`config.mk`:
```
export PLATFORM = sky130hd
export DESIGN_NAME = exec_unit
export DESIGN_NICKNAME = d
export VERILOG_FILES = /design/src/exec_pkg.sv /design/src/exec_unit.sv
export SDC_FILE = /design/constraint.sdc
export NUM_CORES = 1
export LEC_CHECK = 0
export BUFFER_PORTS_ARGS = -buffer_cell sky130_fd_sc_hd__clkbuf_2
export CORE_ASPECT_RATIO = 1.2
export CORE_MARGIN = 3
export CORE_UTILIZATION = 40
export DETAILED_ROUTE_END_ITERATION = 8
export HOLD_SLACK_MARGIN = 0.06
export PLACE_DENSITY = 0.57
export RECOVER_POWER = 25
export REMOVE_ABC_BUFFERS = 1
export SYNTH_ARGS = -nofsm -noshare
export SYNTH_HDL_FRONTEND = slang
export SYNTH_SLANG_ARGS = --single-unit
```
`constraint.sdc`:
```
create_clock -name clk -period 4.8 [get_ports clk]
set_input_delay 0.72 -clock clk [delete_from_list [all_inputs] [get_ports clk]]
set_output_delay 0.72 -clock clk [all_outputs]
set_load 0.02 [all_outputs]
```
`src/exec_pkg.sv`:
```
/*
 * Shared types and constants of the byte/word execution unit.
 * Assumes one 50 MHz core clock; all users refer to exec_pkg::name.
 */
`default_nettype none
package exec_pkg;

    // ************************************************
    // widths and fixed values
    // ************************************************
    localparam logic [7:0] ALL_ONES = 8'hFF;
    localparam logic [7:0] BYTE_ZERO = 8'h00;
    localparam logic [15:0] WORD_ZERO = 16'h0000;
    localparam int BYTE_MSB = 7;
    localparam int NIBBLE_MSB = 3;
    localparam int WORD_MSB = 15;

    // ************************************************
    // cycle counts and program counter steps
    // ************************************************
    localparam logic [1:0] CYC_ONE = 2'h1;
    localparam logic [1:0] CYC_TWO = 2'h2;
    localparam logic [1:0] CYC_THREE = 2'h3;
    localparam logic [15:0] STEP_NEXT = 16'h0001;
    localparam logic [15:0] STEP_SKIP_ONE = 16'h0002;
    localparam logic [15:0] STEP_SKIP_TWO = 16'h0003;

    // ************************************************
    // operations
    // ************************************************
    typedef enum logic [4:0] {
        op_add,
        op_add_carry,
        add_immediate_word,
        subtract_immediate_word,
        subtract_with_borrow,
        subtract_immediate_with_borrow,
        subtract_immediate,
        and_with_immediate,
        or_with_immediate,
        clear_bits_by_mask,
        test_sign_zero,
        product_unsigned,
        product_signed,
        product_signed_by_unsigned,
        fractional_product_unsigned,
        fractional_product_signed,
        fractional_product_mixed,
        compare_immediate,
        skip_on_clear_register_bit,
        skip_on_equal_compare,
        indirect_jump,
        indirect_call
    } op_type;

    // ************************************************
    // carriers
    // ************************************************
    typedef struct packed {
        logic h;
        logic s;
        logic v;
        logic n;
        logic z;
        logic c;
    } flags_type;

    // flag masks, order h s v n z c
    localparam flags_type MASK_ARITH = 6'h2F;
    localparam flags_type MASK_LOGIC = 6'h0E;
    localparam flags_type MASK_WORD = 6'h1F;
    localparam flags_type MASK_MUL = 6'h03;
    localparam flags_type MASK_NONE = 6'h00;

    typedef struct packed {
        op_type op;
        logic [7:0] dst;
        logic [7:0] src;
        logic [7:0] imm;
        logic [15:0] pair;
        logic [15:0] pointer;
        logic [15:0] pc;
        logic [2:0] bit_sel;
        logic carry;
        logic next_two_word;
    } operand_type;

    typedef struct packed {
        logic [7:0] byte_val;
        logic byte_write;
        logic [15:0] word_val;
        logic word_write;
        logic product_write;
        logic [15:0] pc_val;
        logic pc_write;
        logic [15:0] push_val;
        logic push_write;
        flags_type flags;
        flags_type flag_mask;
    } result_type;

endpackage : exec_pkg
`default_nettype wire

```
`src/exec_unit.sv`:
```
/*
 * Execution unit for byte arithmetic/logic, word immediate ops,
 * multiplies, skips and indirect jump/call.
 * Assumes operands are read from the register file by the caller
 * on the same clock and that results are written back by it.
 */
// What this block does
// RQ1 - add and add-with-carry, five flags, one cycle
// RQ2 - word immediate add on pair, two cycles
// RQ3 - word immediate subtract on pair, two cycles
// RQ4 - register subtract with borrow, one cycle
// RQ5 - immediate subtract with borrow, one cycle
// RQ6 - immediate subtract, five flags, one cycle
// RQ7 - and immediate, z n v only
// RQ8 - or immediate, z n v only
// RQ9 - clear bits using ones minus mask
// RQ10 - test register, value unchanged, z n v
// RQ11 - byte multiplies into product pair, two cycles
// RQ12 - fractional multiplies shift product left one
// RQ13 - compare immediate sets flags, no write
// RQ14 - skip when register bit clear
// RQ15 - skip when two registers equal
// RQ16 - indirect jump from pointer, two cycles
// RQ17 - indirect call from pointer, three cycles
// RQ18 - call pushes next address in the same result as the redirect
// RQ19 - skip size follows skipped instruction length
`timescale 1ns/1ns
`default_nettype none
module exec_unit (
    // clock and reset
    input wire logic clk,
    input wire logic rst,
    // request
    input wire logic start,
    input wire exec_pkg::operand_type operand,
    // answer
    output logic busy_reg,
    output logic done_reg,
    output var exec_pkg::result_type result_reg
);

    // ************************************************
    // helpers
    // ************************************************
    function automatic exec_pkg::flags_type byte_flags(
        input logic [7:0] a,
        input logic [7:0] b,
        input logic [7:0] r,
        input logic carry_out,
        input logic is_sub
    );
        exec_pkg::flags_type f;
        logic a3, b3, r3, a7, b7, r7;
        a3 = a[exec_pkg::NIBBLE_MSB];
        b3 = b[exec_pkg::NIBBLE_MSB];
        r3 = r[exec_pkg::NIBBLE_MSB];
        a7 = a[exec_pkg::BYTE_MSB];
        b7 = b[exec_pkg::BYTE_MSB];
        r7 = r[exec_pkg::BYTE_MSB];
        if (is_sub) begin
            f.h = (~a3 & b3) | (b3 & r3) | (r3 & ~a3);
            f.v = (a7 & ~b7 & ~r7) | (~a7 & b7 & r7);
        end else begin
            f.h = (a3 & b3) | (b3 & ~r3) | (~r3 & a3);
            f.v = (a7 & b7 & ~r7) | (~a7 & ~b7 & r7);
        end
        f.n = r7;
        f.z = (r == exec_pkg::BYTE_ZERO);
        f.c = carry_out;
        f.s = f.n ^ f.v;
        return f;
    endfunction : byte_flags

    // ************************************************
    // operation decode and compute
    // ************************************************
    exec_pkg::result_type nres;
    logic [1:0] ncyc;

    always_comb begin : compute
        logic [8:0] sum9;
        logic [7:0] b;
        logic cin;
        logic [16:0] w17;
        logic [15:0] ax;
        logic [15:0] bx;
        logic [31:0] p32;
        logic [15:0] prod;
        logic take;
        exec_pkg::flags_type f;
        sum9 = '0;
        b = '0;
        cin = 1'b0;
        w17 = '0;
        ax = '0;
        bx = '0;
        p32 = '0;
        prod = '0;
        take = 1'b0;
        f = '0;
        nres = '0;
        ncyc = exec_pkg::CYC_ONE;
        case (operand.op)
            exec_pkg::op_add, exec_pkg::op_add_carry: begin
                cin = (operand.op == exec_pkg::op_add_carry) & operand.carry; // RQ1
                sum9 = {1'b0, operand.dst} + {1'b0, operand.src}
                    + {8'h00, cin};
                nres.byte_val = sum9[7:0];
                nres.byte_write = 1'b1;
                nres.flags = byte_flags(operand.dst, operand.src,
                    sum9[7:0], sum9[8], 1'b0);
                nres.flag_mask = exec_pkg::MASK_ARITH; // RQ1
            end
            exec_pkg::subtract_with_borrow,
            exec_pkg::subtract_immediate_with_borrow,
            exec_pkg::subtract_immediate,
            exec_pkg::compare_immediate: begin
                b = (operand.op == exec_pkg::subtract_with_borrow) ?
                    operand.src : operand.imm; // RQ4
                cin = operand.carry & (
                    operand.op == exec_pkg::subtract_with_borrow ||
                    operand.op == exec_pkg::subtract_immediate_with_borrow
                ); // RQ5
                sum9 = {1'b0, operand.dst} - {1'b0, b} - {8'h00, cin}; // RQ6
                nres.byte_val = sum9[7:0];
                // compare only leaves its flags behind
                nres.byte_write =
                    (operand.op != exec_pkg::compare_immediate); // RQ13
                nres.flags = byte_flags(operand.dst, b, sum9[7:0],
                    sum9[8], 1'b1);
                nres.flag_mask = exec_pkg::MASK_ARITH;
            end
            exec_pkg::and_with_immediate, exec_pkg::or_with_immediate,
            exec_pkg::clear_bits_by_mask, exec_pkg::test_sign_zero: begin
                case (operand.op)
                    exec_pkg::and_with_immediate:
                        b = operand.dst & operand.imm; // RQ7
                    exec_pkg::or_with_immediate:
                        b = operand.dst | operand.imm; // RQ8
                    exec_pkg::clear_bits_by_mask:
                        b = operand.dst
                            & (exec_pkg::ALL_ONES - operand.imm); // RQ9
                    default:
                        b = operand.dst & operand.dst; // RQ10
                endcase
                nres.byte_val = b;
                nres.byte_write = 1'b1;
                f.n = b[exec_pkg::BYTE_MSB];
                f.z = (b == exec_pkg::BYTE_ZERO);
                f.v = 1'b0;
                f.s = f.n;
                nres.flags = f;
                // carry and half carry stay as they were
                nres.flag_mask = exec_pkg::MASK_LOGIC; // RQ7
            end
            exec_pkg::add_immediate_word,
            exec_pkg::subtract_immediate_word: begin
                if (operand.op == exec_pkg::add_immediate_word) begin
                    w17 = {1'b0, operand.pair} + {9'h000, operand.imm}; // RQ2
                    f.v = ~operand.pair[exec_pkg::WORD_MSB]
                        & w17[exec_pkg::WORD_MSB];
                    f.c = ~w17[exec_pkg::WORD_MSB]
                        & operand.pair[exec_pkg::WORD_MSB];
                end else begin
                    w17 = {1'b0, operand.pair} - {9'h000, operand.imm}; // RQ3
                    f.v = operand.pair[exec_pkg::WORD_MSB]
                        & ~w17[exec_pkg::WORD_MSB];
                    f.c = w17[exec_pkg::WORD_MSB]
                        & ~operand.pair[exec_pkg::WORD_MSB];
                end
                f.n = w17[exec_pkg::WORD_MSB];
                f.z = (w17[15:0] == exec_pkg::WORD_ZERO);
                f.s = f.n ^ f.v;
                nres.flags = f;
                nres.flag_mask = exec_pkg::MASK_WORD;
                nres.word_val = w17[15:0];
                nres.word_write = 1'b1;
                ncyc = exec_pkg::CYC_TWO; // RQ2
            end
            exec_pkg::product_unsigned, exec_pkg::product_signed,
            exec_pkg::product_signed_by_unsigned,
            exec_pkg::fractional_product_unsigned,
            exec_pkg::fractional_product_signed,
            exec_pkg::fractional_product_mixed: begin
                // low 16 bits of sign-extended operands give the
                // two's complement product without a signed multiplier
                ax = {8'h00, operand.dst};
                bx = {8'h00, operand.src};
                if (operand.op != exec_pkg::product_unsigned &&
                    operand.op != exec_pkg::fractional_product_unsigned) begin
                    ax = {{8{operand.dst[exec_pkg::BYTE_MSB]}}, operand.dst};
                end
                if (operand.op == exec_pkg::product_signed ||
                    operand.op == exec_pkg::fractional_product_signed) begin
                    bx = {{8{operand.src[exec_pkg::BYTE_MSB]}}, operand.src};
                end
                p32 = ax * bx; // RQ11
                prod = p32[15:0];
                f.c = prod[exec_pkg::WORD_MSB];
                if (operand.op == exec_pkg::fractional_product_unsigned ||
                    operand.op == exec_pkg::fractional_product_signed ||
                    operand.op == exec_pkg::fractional_product_mixed) begin
                    prod = {prod[14:0], 1'b0}; // RQ12
                end
                f.z = (prod == exec_pkg::WORD_ZERO);
                nres.flags = f;
                nres.flag_mask = exec_pkg::MASK_MUL; // RQ11
                nres.word_val = prod;
                nres.product_write = 1'b1;
                ncyc = exec_pkg::CYC_TWO;
            end
            exec_pkg::skip_on_clear_register_bit,
            exec_pkg::skip_on_equal_compare: begin
                if (operand.op == exec_pkg::skip_on_clear_register_bit) begin
                    take = ~operand.src[operand.bit_sel]; // RQ14
                end else begin
                    take = (operand.dst == operand.src); // RQ15
                end
                nres.pc_write = 1'b1;
                nres.flag_mask = exec_pkg::MASK_NONE;
                if (!take) begin
                    nres.pc_val = operand.pc + exec_pkg::STEP_NEXT;
                end else if (operand.next_two_word) begin
                    nres.pc_val = operand.pc + exec_pkg::STEP_SKIP_TWO; // RQ19
                    ncyc = exec_pkg::CYC_THREE;
                end else begin
                    nres.pc_val = operand.pc + exec_pkg::STEP_SKIP_ONE; // RQ19
                    ncyc = exec_pkg::CYC_TWO;
                end
            end
            exec_pkg::indirect_jump: begin
                nres.pc_val = operand.pointer; // RQ16
                nres.pc_write = 1'b1;
                ncyc = exec_pkg::CYC_TWO;
            end
            exec_pkg::indirect_call: begin
                nres.pc_val = operand.pointer; // RQ17
                nres.pc_write = 1'b1;
                nres.push_val = operand.pc + exec_pkg::STEP_NEXT; // RQ18
                nres.push_write = 1'b1;
                ncyc = exec_pkg::CYC_THREE; // RQ17
            end
            default: begin
                nres = '0;
            end
        endcase
    end

    // ************************************************
    // cycle sequencer
    // ************************************************
    typedef enum logic {idle, run} state_type;

    state_type state_reg, state_next;
    logic [1:0] cnt_reg, cnt_next;
    exec_pkg::result_type pend_reg, pend_next;
    exec_pkg::result_type result_next;
    exec_pkg::op_type op_reg, op_next;
    logic busy_next;
    logic done_next;
    logic accept;

    assign accept = start && (state_reg == idle);

    always_comb begin
        state_next = state_reg;
        cnt_next = cnt_reg;
        pend_next = pend_reg;
        result_next = result_reg;
        op_next = op_reg;
        busy_next = busy_reg;
        done_next = 1'b0;
        case (state_reg)
            idle: begin
                // requests during a multi-cycle op are ignored
                if (start) begin
                    op_next = operand.op;
                    if (ncyc == exec_pkg::CYC_ONE) begin
                        result_next = nres;
                        done_next = 1'b1;
                    end else begin
                        pend_next = nres;
                        cnt_next = ncyc - exec_pkg::CYC_ONE;
                        state_next = run;
                        busy_next = 1'b1;
                    end
                end
            end
            run: begin
                cnt_next = cnt_reg - exec_pkg::CYC_ONE;
                if (cnt_reg == exec_pkg::CYC_ONE) begin
                    result_next = pend_reg;
                    done_next = 1'b1;
                    busy_next = 1'b0;
                    state_next = idle;
                end
            end
            default: begin
                state_next = idle;
                busy_next = 1'b0;
            end
        endcase
    end

    always_ff @(posedge clk or posedge rst) begin
        if (rst) begin
            state_reg <= idle;
            cnt_reg <= '0;
            pend_reg <= '0;
            result_reg <= '0;
            op_reg <= exec_pkg::op_add;
            busy_reg <= 1'b0;
            done_reg <= 1'b0;
        end else begin
            state_reg <= state_next;
            cnt_reg <= cnt_next;
            pend_reg <= pend_next;
            result_reg <= result_next;
            op_reg <= op_next;
            busy_reg <= busy_next;
            done_reg <= done_next;
        end
    end
endmodule : exec_unit
`default_nettype wire

```
==> metrics, run 1 <==
core outline area ~35,000 um^2; share of the clock period used by the worst path after layout 130%; Req. time, crit path 5160 ps; clock tree root buffer cell clkbuf_16; worst IR drop on VDD between 0.0004 and 0.0005 V; multiplexer fraction of the synthesized cell area 3.84%; count of port buffers added during placement 159; final hold vios 0; largest fanout on the critical path 5; Tot GR Track Use between 20% and 30%; Largest stage delay, worst path 550 ps; htree depth 4; highest-count cells in the layout ignoring fill and taps 242 x nand2_1, 158 x buf_4, 149 x clkbuf_2; mean number of vias per cell 5.42; Clk Latency, worst-skew pair approximately 440 ps; Final Worst Setup Slack -1440 ps; switching share of power between 40% and 50%; violations in the final reports max-capacitance violations, max-slew violations, negative setup slack; number of nets with antenna violations after routing 0; maximum clock path buffer count 2; wire per inst approximately 19 um; CTS tree done; simple-gate share of the synthesized area 20.1%; via count 13.2k; RSZ-0062 raised after global routing yes; Int Power 5050 uW; leading register cell type out of synthesis dfrtp_1; Initial DRC Count 820; pin count of the biggest net entering global routing 96; relative contribution of combinational cells to total power between 60% and 70%; sequential fraction of design power 20.2%; max-slew violations 96; first-pass detailed-route iteration total 5; gate count of the mapped netlist 1,715; Syn Std Cell Area 14,200 um^2; Critical path origin operand[77]; post-synth cell types 89; Routed Wire Length 45.4 mm; CP Launch Type input port; net switching power 4140 uW; utilization after layout 51.0%; # hold bufs at CTS 0; worst hold slack 474 ps; Fin Clk Skew between 10 and 15 ps; wire length of the first global-routing pass 71.4 mm; cell type group with the largest total delay on the critical path adder cells; clock-pin transition on the worst setup and hold timing paths 60 ps; layout cells sized above 1 24.1%; share of the yosys chip area belonging to registers 26.3%; routability congestion estimate from global placement 0.973; endpoint class of the critical path flop; Final Setup Violations 23; number of instances on the worst hold path 2; setup slack after placement -2380 ps; Layout area overhead 24.1%; pwr dens ~520 nW/um^2; buffering stage count on the worst path with inverters included 7; classification of the worst-slack hold path reg2reg; worst reg2reg startpoint state_reg$_DFF_PP0_; most common library cell in the layout ignoring fill and taps nand2_1; share of the synthesized area in compound gates (AO/OA/AOI/OAI) 17.2%; half-perimeter wire length after detailed placement between 30 and 40 mm; non-filler cells in the finished layout about 2.4k; Clock power frac between 10% and 20%; count of yosys warnings during synthesis 0; antenna violations before repair 1; Critical Path Slowest Stage Cell fa_1; Achievable Freq 160 MHz; vertical die dimension 212 um; setup slack, reg-to-reg about 2700 ps; number of enable flip-flop cells after synthesis 0; async set or reset register ratio after synthesis 100%; adder and majority cell fraction of the synthesized area roughly a fifth; die outline width 178 um; Worst Hold End pend_reg[33]$_DFFE_PP0P_; Initial Utilization 41.1%; final routed DRC violation total 0; final setup TNS -20,380 ps; placed cells 2,397; worst slew pin tran between 3000 and 4000 ps; Synth Area in XOR/XNOR under 10%; final critical-path required period 6240 ps; CP Class in2reg; number of global-route vias before repair 13.2k; path depth of the worst reg2reg path 6; Slew Limit Headroom -145%; critical hold path startpoint pend_reg[33]$_DFFE_PP0P_; r2r endpoint pend_reg[7]$_DFFE_PP0P_; count of boundary I/O pins 160; row count 74; MaxCap Viol Count 1; Critical Path AT between 6000 and 7000 ps; clock tree sinks 149; status complete, but fails checks; residual overflow from global routing 0; total clock buffers created by CTS 17; Static Leakage 0.00848 uW; combinational family with the most area after synthesis simple AND/OR/NAND/NOR gates; post-synthesis sequential element count 149; mean area per synthesized cell between 8 and 9 um^2; die area between 30,000 and 40,000 um^2; NumNets Final roughly 2.2k
-- final cells by class --
class / instances / area, um^2
Tap cell: 456 / 571
Fill cell: 3357 / 16900
Timing Repair Buffer: 332 / 2240
Antenna cell: 1 / 2.50
Clock buffer: 20 / 447
Sequential cell: 149 / 3730
Clock inverter: 11 / 105
Inverter: 165 / 622
Multi-Input combinational cell: 1302 / 9900
-- power by group through the flow --
stage               registers [uW]  logic [uW]  clock network [uW]
floorplan                     2190        2670                   0
global placement              1870        4840                   0
detailed placement            1880        4920                   0
CTS                           1860        5640                1300
global route                  1920        6660                1360
finish                        1860        6060                1270
-- repair_timing --
action / CTS / global route
gates resized for setup: 88 / 44
pin swaps: 48 / 15
endpoints found under the setup margin: 24 / 24
setup buffers: 5 / 3
-- cell families (layout without fill, tap and decap cells) --
family,count (synthesis),in the layout
AOI/OAI and AO/OA,385,385
xor gates and xnor gates,80,80
adders and majority gates,182,182
buffers and inverters,264,528
DFF,149,149
muxes,50,50
other,0,1
and+or+nand+nor,605,605
-- cells in the mapped netlist, types with 5 or more instances --
master | count | area [um^2]
nor3_1 | 36 | 180
nand2_1 | 246 | 923
o31ai_1 | 17 | 128
nand2b_1 | 14 | 87.6
buf_1 | 12 | 45.0
o21ai_1 | 15 | 75.1
or3_1 | 9 | 56.3
a31oi_1 | 13 | 81.3
a2111oi_0 | 6 | 52.6
o21ai_0 | 100 | 500
nor4_1 | 8 | 50.1
a22oi_1 | 9 | 67.6
inv_1 | 161 | 604
nand4_1 | 6 | 37.5
mux2i_1 | 41 | 410
ha_1 | 106 | 1330
and3_1 | 16 | 100
a211oi_1 | 5 | 37.5
nor2b_1 | 9 | 56.3
a21o_1 | 17 | 128
xor2_1 | 35 | 307
a21oi_1 | 108 | 541
o22ai_1 | 12 | 75.1
dfrtp_1 | 149 | 3730
a211o_1 | 6 | 52.6
nand3_1 | 27 | 135
nor2_1 | 153 | 574
nand4b_1 | 5 | 43.8
nand4bb_1 | 6 | 67.6
buf_2 | 13 | 65.1
and2_1 | 33 | 206
o211ai_1 | 11 | 82.6
clkbuf_1 | 69 | 259
fa_1 | 75 | 1500
mux2_2 | 6 | 67.6
xnor2_1 | 41 | 359
nor3b_1 | 8 | 60.1
a221oi_1 | 7 | 61.3
o21a_1 | 12 | 90.1
-- worst max path at each step --
| stage | slack (ps) | end | depth (start not counted) |
|---|---|---|---|
| 3_5_place_dp | -2380 | result_reg[63]$_DFFE_PP0P_ | 28 |
| 2_1_floorplan | -2080 | result_reg[45]$_DFFE_PP0P_ | 12 |
| 5_1_grt | -1710 | result_reg[6]$_DFFE_PP0P_ | 26 |
| 6_report | -1440 | result_reg[6]$_DFFE_PP0P_ | 26 |
| 4_1_cts | -1450 | result_reg[6]$_DFFE_PP0P_ | 26 |
| 3_3_place_gp | -2210 | result_reg[63]$_DFFE_PP0P_ | 28 |
-- per-stage QoR --
step	power [uW]	area (um^2)
floorplan	4860	13800
global placement	6710	16500
detailed placement	6800	16500
CTS	8810	17400
global route	9940	17600
finish	9200	17600
-- worst min-delay path: stages (launching register included) --
cell and delay, ps:
dfrtp_1 330, nand2_1 40, o21ai_0 60
-- layer usage --
| layer | vias up | routed length, um | track usage (%) |
|---|---|---|---|
| met5 | - | 0 | 0 |
| met4 | 0 | 1480 | 8.81 |
| met2 | 348 | 23200 | 43.3 |
| met3 | 68 | 2160 | 3.00 |
| li1 | 6337 | - | - |
| met1 | 6452 | 18600 | 29.8 |
No activity file was read; power rests on OpenSTA's default activity.
==> run 2, diff against run 1 <==
--- a/config.mk
+++ b/config.mk
@@ -5,13 +5,13 @@
 export SDC_FILE = /design/constraint.sdc
 export NUM_CORES = 1
 export LEC_CHECK = 0
-export BUFFER_PORTS_ARGS = -buffer_cell sky130_fd_sc_hd__clkbuf_2
 export CORE_ASPECT_RATIO = 1.2
 export CORE_MARGIN = 3
 export CORE_UTILIZATION = 40
 export DETAILED_ROUTE_END_ITERATION = 8
+export DONT_BUFFER_PORTS = 1
 export HOLD_SLACK_MARGIN = 0.06
-export PLACE_DENSITY = 0.57
+export PLACE_DENSITY = 0.53
 export RECOVER_POWER = 25
 export REMOVE_ABC_BUFFERS = 1
 export SYNTH_ARGS = -nofsm -noshare
==> metrics, run 2 (synthesis gave the netlist of run 1 again) <==
final hold vios 0 (unchanged); mean number of vias per cell 5.48 (was 5.42); Critical Path Slowest Stage Cell fa_1 (unchanged); core outline area 34,500 um^2 (unchanged); Critical path origin operand[79] (was operand[77]); max-slew violations 79 (was 96); filler instances 3,367 (was 3,357); final critical-path required period 6000 ps (was 6240 ps); Req. time, crit path 5160 ps (about the same); met2 demand-to-capacity share in global routing 43.7% (was 43.3%); endpoint class of the critical path flop (unchanged); worst reg2reg startpoint state_reg$_DFF_PP0_ (unchanged); Clk Latency, worst-skew pair 440 ps (about the same); pwr dens 543 nW/um^2 (was 522 nW/um^2); pin count of the biggest net entering global routing 79 (was 96); via count 12.3k (was 13.2k); Largest stage delay, worst path 540 ps (was 550 ps); Fin Clk Skew 14.6 ps (was 10.7 ps); cells along the critical path xor2_4 > a31oi_4 > and2_4 > inv_2 > fa_1 > inv_2 > fa_1 > inv_1 > fa_1 > inv_1 > fa_1 > inv_1 > fa_1 > fa_2 > xnor2_2 > xnor3_1 > xnor3_1 > and3_4 > o211a_1 > o21a_1 > or3_1 > o211ai_1 > a221oi_1 > nor2_1; MaxCap Viol Count 1 (unchanged); capture point of the critical path result_reg[6]$_DFFE_PP0P_ (unchanged); highest-count cells in the layout ignoring fill and taps 241 x nand2_1, 148 x dfrtp_1, 142 x nor2_1 (was 242 x nand2_1, 158 x buf_4, 149 x clkbuf_2); RSZ-0062 raised after global routing yes (unchanged); Layout area overhead 17.7% (was 24.1%); violations in the final reports max-capacitance violations, max-slew violations, negative setup slack (unchanged); final standard cell area without fillers 16,700 um^2 (was 17,600 um^2); final routed DRC violation total 0 (unchanged); routability congestion estimate from global placement 0.937 (was 0.973); residual overflow from global routing 0 (unchanged); NumNets Final 2,034 (was 2,233); Placed Area 15,300 um^2 (was 16,500 um^2); worst slew pin tran 2960 ps (was 3680 ps); clock-pin transition on the worst setup and hold timing paths 60 ps (about the same); critical hold path startpoint operand[5] (was pend_reg[33]$_DFFE_PP0P_); half-perimeter wire length after detailed placement 35.7 mm (was 36.3 mm); setup slack after placement -2170 ps (was -2380 ps); worst hold slack 390 ps (was 474 ps); number of nets with antenna violations after routing 0 (unchanged); Initial DRC Count 682 (was 820); htree depth 4 (unchanged); CTS tree done (unchanged); # hold bufs at CTS 0 (unchanged); Static Leakage 0.00759 uW (was 0.00848 uW); row count 74 (unchanged); buffering stage count on the worst path with inverters included 5 (was 7); total design power 9080 uW (was 9200 uW); wire length of the first global-routing pass 70.6 mm (was 71.4 mm); first-pass detailed-route iteration total 5 (unchanged); layout cells sized above 1 17.5% (was 24.1%); Final Setup Violations 20 (was 23); most used routing layer in global routing met2 (unchanged); Achievable Freq 167 MHz (was 160 MHz); Initial Utilization 41.1% (unchanged); Slew Limit Headroom -97.1% (was -145%); die area 37,800 um^2 (unchanged); number of cells on the critical path 24 (was 26); total clock buffers created by CTS 17 (unchanged); number of diodes added for antenna fixing 0 (was 1); Final Worst Setup Slack -1200 ps (was -1440 ps); Global Route met3 Usage 5.48% (was 3.00%); met1 GRT Util 28.4% (was 29.8%); path depth of the worst reg2reg path 5 (was 6); worst IR drop on VDD 0.000402 V (was 0.000408 V); maximum clock path buffer count 2 (unchanged); antenna violations before repair 0 (was 1); die outline width 178 um (unchanged); wire per inst 20.6 um (was 18.7 um); vertical die dimension 212 um (unchanged); number of global-route vias before repair 12.6k (was 13.2k); share of the clock period used by the worst path after layout 125% (was 130%); status complete, but fails checks (unchanged); clock tree root buffer cell clkbuf_16 (unchanged); Critical Path AT 6360 ps (was 6600 ps); r2r endpoint pend_reg[22]$_DFFE_PP0P_ (was pend_reg[7]$_DFFE_PP0P_); CP Class in2reg (unchanged); CP Launch Type input port (unchanged); most common library cell in the layout ignoring fill and taps nand2_1 (unchanged); largest fanout on the critical path 28 (was 5); setup slack, reg-to-reg 2240 ps (was 2660 ps); Routed Wire Length 46.0 mm (was 45.4 mm); cell type group with the largest total delay on the critical path adder cells (unchanged); Tot GR Track Use 24.5% (was 24.2%); clock tree sinks 149 (unchanged); count of boundary I/O pins 160 (unchanged); classification of the worst-slack hold path in2reg (was reg2reg); count of port buffers added during placement 0 (was 159); most frequent CP cell fa_1
[run 2: cell count changes in the layout (fill, tap and decap cells not counted), moves of 5 or more]
cell	delta
nor2_1	-5
nor2_4	+6
buf_4	-49
buf_6	+7
inv_1	-9
ha_1	-10
ha_4	+6
clkbuf_2	-148
[run 2: how the worst min path moves through the flow]
stage | slack, ps | cells past startpoint | end
after floorplan | 430 | 2 | pend_reg[3]$_DFFE_PP0P_
after global placement | 450 | 2 | pend_reg[3]$_DFFE_PP0P_
after detailed placement | 460 | 2 | pend_reg[3]$_DFFE_PP0P_
after CTS | 290 | 1 | result_reg[36]$_DFFE_PP0P_
after global routing | 370 | 1 | pend_reg[13]$_DFFE_PP0P_
final | 390 | 1 | pend_reg[13]$_DFFE_PP0P_
[run 2: per-stage QoR]
step	TNS (ps)	util, %	std cells
2_1_floorplan	-123300	-	1616
3_3_place_gp	-33530	44.2	2184
3_5_place_dp	-35000	44.2	2184
4_1_cts	-14880	47.6	2229
5_1_grt	-18130	48.4	2236
6_report	-14500	48.4	2236
[run 2: layout make-up]
class                   count  area [um^2]  area share, %
clock buffers              19          443           2.65
clock inverters            12          130          0.779
inverters                 165          646           3.86
multi-input cells        1302        10100           60.3
flip-flops and latches    149         3730           22.3
well taps                 456          571           3.42
repair buffers            133         1110           6.64
[run 2: layer usage]
| layer | vias to the layer above | wire, um | share of wire [%] |
|---|---|---|---|
| met2 | 339 | 23400 | 51 |
| li1 | 5945 | - | - |
| met4 | 0 | 1490 | 3.2 |
| met1 | 5898 | 18200 | 40 |
| met5 | - | 0 | 0 |
| met3 | 76 | 2890 | 6.3 |
[run 2: worst register-to-register path, delay by kind of cell (launching register included)]
family,cells,cell delay (ps)
AO/OA/AOI/OAI,1,270
buffers and inverters,3,1390
flip-flops,1,400
AND/OR/NAND/NOR,1,400
[run 2: power by group]
group | leakage (uW) | switching, uW | internal, uW
combinational | 0.00536 | 2940 | 2610
sequential | 0.00195 | 574 | 1650
clock | 0.000279 | 536 | 775
[run 2: what timing repair did]
| item | in CTS | in global routing |
|---|---|---|
| pin swaps | 77 | 55 |
| gates resized for setup | 117 | 51 |
| setup endpoints to repair | 21 | 23 |
| setup buffers | 15 | 7 |
==> run 3, diff against run 2 <==
--- a/config.mk
+++ b/config.mk
@@ -5,7 +5,7 @@
 export SDC_FILE = /design/constraint.sdc
 export NUM_CORES = 1
 export LEC_CHECK = 0
-export CORE_ASPECT_RATIO = 1.2
+export CORE_ASPECT_RATIO = 0.6
 export CORE_MARGIN = 3
 export CORE_UTILIZATION = 40
 export DETAILED_ROUTE_END_ITERATION = 8
@@ -17,3 +17,4 @@
 export SYNTH_ARGS = -nofsm -noshare
 export SYNTH_HDL_FRONTEND = slang
 export SYNTH_SLANG_ARGS = --single-unit
+export TNS_END_PERCENT = 30
==> metrics, run 3 (synthesis gave the netlist of run 1 again) <==
status complete, but fails checks (unchanged); violations in the final reports max-capacitance violations, max-slew violations, negative setup slack (unchanged); count of boundary I/O pins 160 (unchanged); pwr dens 548 nW/um^2 (was 543 nW/um^2); Clock power frac 15.0% (was 14.4%); met2 demand-to-capacity share in global routing 33.0% (was 43.7%); classification of the worst-slack hold path in2reg (unchanged); antenna violations before repair 1 (was 0); placed cells 2,199 (was 2,184); CTS tree done (unchanged); Req. time, crit path 5130 ps (was 5160 ps); share of the clock period used by the worst path after layout 125% (about the same); # hold bufs at CTS 0 (unchanged); layout cells sized above 1 15.3% (was 17.5%); Static Leakage 0.00756 uW (was 0.00759 uW); routability congestion estimate from global placement 0.919 (was 0.937); final standard cell area without fillers 16,400 um^2 (was 16,700 um^2); Initial DRC Count 1,245 (was 682); final hold vios 0 (unchanged); Fin Clk Skew 8.75 ps (was 14.6 ps); Tot GR Track Use 25.8% (was 24.5%); number of nets with antenna violations after routing 0 (unchanged); clock tree sinks 149 (unchanged); wire per inst 22.0 um (was 20.6 um); total area of sequential cells 3730 um^2 (unchanged); count of port buffers added during placement 0 (unchanged); number of diodes added for antenna fixing 0 (unchanged); die outline width 249 um (was 178 um); clock tree root buffer cell clkbuf_16 (unchanged); Final Worst Setup Slack -1190 ps (was -1200 ps); MaxCap Viol Count 1 (unchanged); largest fanout on the critical path 22 (was 28); Routed Wire Length 49.3 mm (was 46.0 mm); endpoint class of the critical path flop (unchanged); Achievable Freq 167 MHz (about the same); most common library cell in the layout ignoring fill and taps nand2_1 (unchanged); net switching power 4140 uW (was 4050 uW); maximum clock path buffer count 2 (unchanged); half-perimeter wire length after detailed placement 38.2 mm (was 35.7 mm); Placed Area 15,400 um^2 (was 15,300 um^2); switching share of power 45.9% (was 44.6%); most used routing layer in global routing met1 (was met2); Final Setup Violations 21 (was 20); Layout area overhead 15.8% (was 17.7%); number of global-route vias before repair 12.1k (was 12.6k); met1 GRT Util 40.5% (was 28.4%); clock-pin transition on the worst setup and hold timing paths 70 ps (was 60 ps); residual overflow from global routing 0 (unchanged); Int Power 4870 uW (was 5030 uW); row count 52 (was 74); vertical die dimension 152 um (was 212 um); pin count of the biggest net entering global routing 80 (was 79); first-pass detailed-route iteration total 6 (was 5); worst IR drop on VDD 0.000329 V (was 0.000402 V); highest-count cells in the layout ignoring fill and taps 242 x nand2_1, 151 x nor2_1, 148 x dfrtp_1 (was 241 x nand2_1, 148 x dfrtp_1, 142 x nor2_1); sequential fraction of design power 24.7% (was 24.5%); core outline area 34,400 um^2 (was 34,500 um^2); total clock buffers created by CTS 17 (unchanged); CP Launch Type input port (unchanged); Global Route met3 Usage 9.24% (was 5.48%); final routed DRC violation total 0 (unchanged); area occupied by multi-input gates 9900 um^2 (was 10,100 um^2); CP Class in2reg (unchanged); max-slew violations 80 (was 79); die area 37,900 um^2 (was 37,800 um^2); filler instances 3,424 (was 3,367); worst slew pin tran 3070 ps (was 2960 ps); NumNets Final 2,029 (was 2,034); Critical Path AT 6320 ps (was 6360 ps); wire length of the first global-routing pass 75.4 mm (was 70.6 mm); mean number of vias per cell 5.60 (was 5.48); htree depth 4 (unchanged); final critical-path required period 5990 ps (was 6000 ps); Initial Utilization 41.3% (was 41.1%); via count 12.5k (was 12.3k); relative contribution of combinational cells to total power 60.3% (was 61.1%); non-filler cells in the finished layout 2,235 (was 2,236); Clk Latency, worst-skew pair 450 ps (was 440 ps); total design power 9020 uW (was 9080 uW); RSZ-0062 raised after global routing yes (unchanged); Slew Limit Headroom -105% (was -97.1%)
[run 3: cell types whose count changed in the layout (fill, tap and decap cells not counted), moves of 3 or more]
cell	before	now
ha_2	5	0
ha_1	85	95
clkinv_2	4	1
buf_4	109	118
inv_2	21	15
ha_4	16	11
buf_6	20	5
inv_1	136	146
nor2_4	7	1
nor2_1	142	151
nor2_2	5	2
[run 3: path summary, 6_finish.rpt]
path | start | end | slack (ps) | depth (start not counted)
max | operand[77] | result_reg[63]$_DFFE_PP0P_ | -1190 | 26
min | operand[5] | pend_reg[13]$_DFFE_PP0P_ | 380 | 1
max reg2reg | state_reg$_DFF_PP0_ | pend_reg[19]$_DFFE_PP0P_ | 2460 | 5
min reg2reg | pend_reg[61]$_DFFE_PP0P_ | pend_reg[61]$_DFFE_PP0P_ | 480 | 2
max in group asynchronous | rst | pend_reg[66]$_DFFE_PP0P_ | 1360 | 2
min in group asynchronous | rst | result_reg[15]$_DFFE_PP0P_ | 1270 | 1
[run 3: per-stage QoR]
stage,setup WS (ps),setup TNS (ps),utilization (%),hold slack [ps]
after floorplan,-2080,-123300,-,435
after global placement,-2150,-34280,44.7,453
after detailed placement,-2190,-35320,44.7,459
after CTS,-1120,-15400,47.5,277
after global routing,-1400,-21820,47.9,377
final,-1190,-17200,47.9,378
[run 3: per-layer routing]
| metal | wire [um] | vias to the layer above | part of all wire (%) |
|---|---|---|---|
| li1 | - | 5924 | - |
| met2 | 18800 | 462 | 38 |
| met5 | 0 | - | 0 |
| met1 | 24500 | 6079 | 50 |
| met3 | 5290 | 46 | 11 |
| met4 | 670 | 0 | 1.4 |
[run 3: power by group through the flow]
stage	registers, uW	clock network (uW)	logic, uW
2_1_floorplan	2190	0	2670
3_3_place_gp	2240	0	4290
3_5_place_dp	2250	0	4360
4_1_cts	2230	1390	5160
5_1_grt	2270	1440	5980
6_report	2220	1360	5440
[run 3: critical path, stage by stage]
cell and delay (ps):
xor2_4 190, a31oi_4 260, and2_4 190, inv_2 40
fa_1 510, inv_1 60, fa_1 490, inv_2 40
fa_1 510, inv_2 40, fa_1 490, inv_2 40
fa_1 460, fa_2 600, inv_2 60, ha_4 290
inv_4 50, and3_4 150, a2111oi_4 320, nand3_4 130
buf_6 150, nand2_2 50, o31ai_1 60, a21boi_1 210
a21o_1 150, o21ai_2 50
[run 3: cell type report]
class | count | share of cell area, %
Timing Repair Buffer | 128 | 6.25
Inverter | 165 | 3.83
Sequential cell | 149 | 22.7
Clock buffer | 18 | 2.67
Multi-Input combinational cell | 1302 | 60.2
Tap cell | 459 | 3.49
Clock inverter | 14 | 0.890
[run 3: repair_timing]
| item | 4_1_cts | 5_1_grt |
|---|---|---|
| setup buffers | 4 | 2 |
| setup endpoints to repair | 22 | 23 |
| pin swaps | 56 | 42 |
| resized for setup | 77 | 25 |
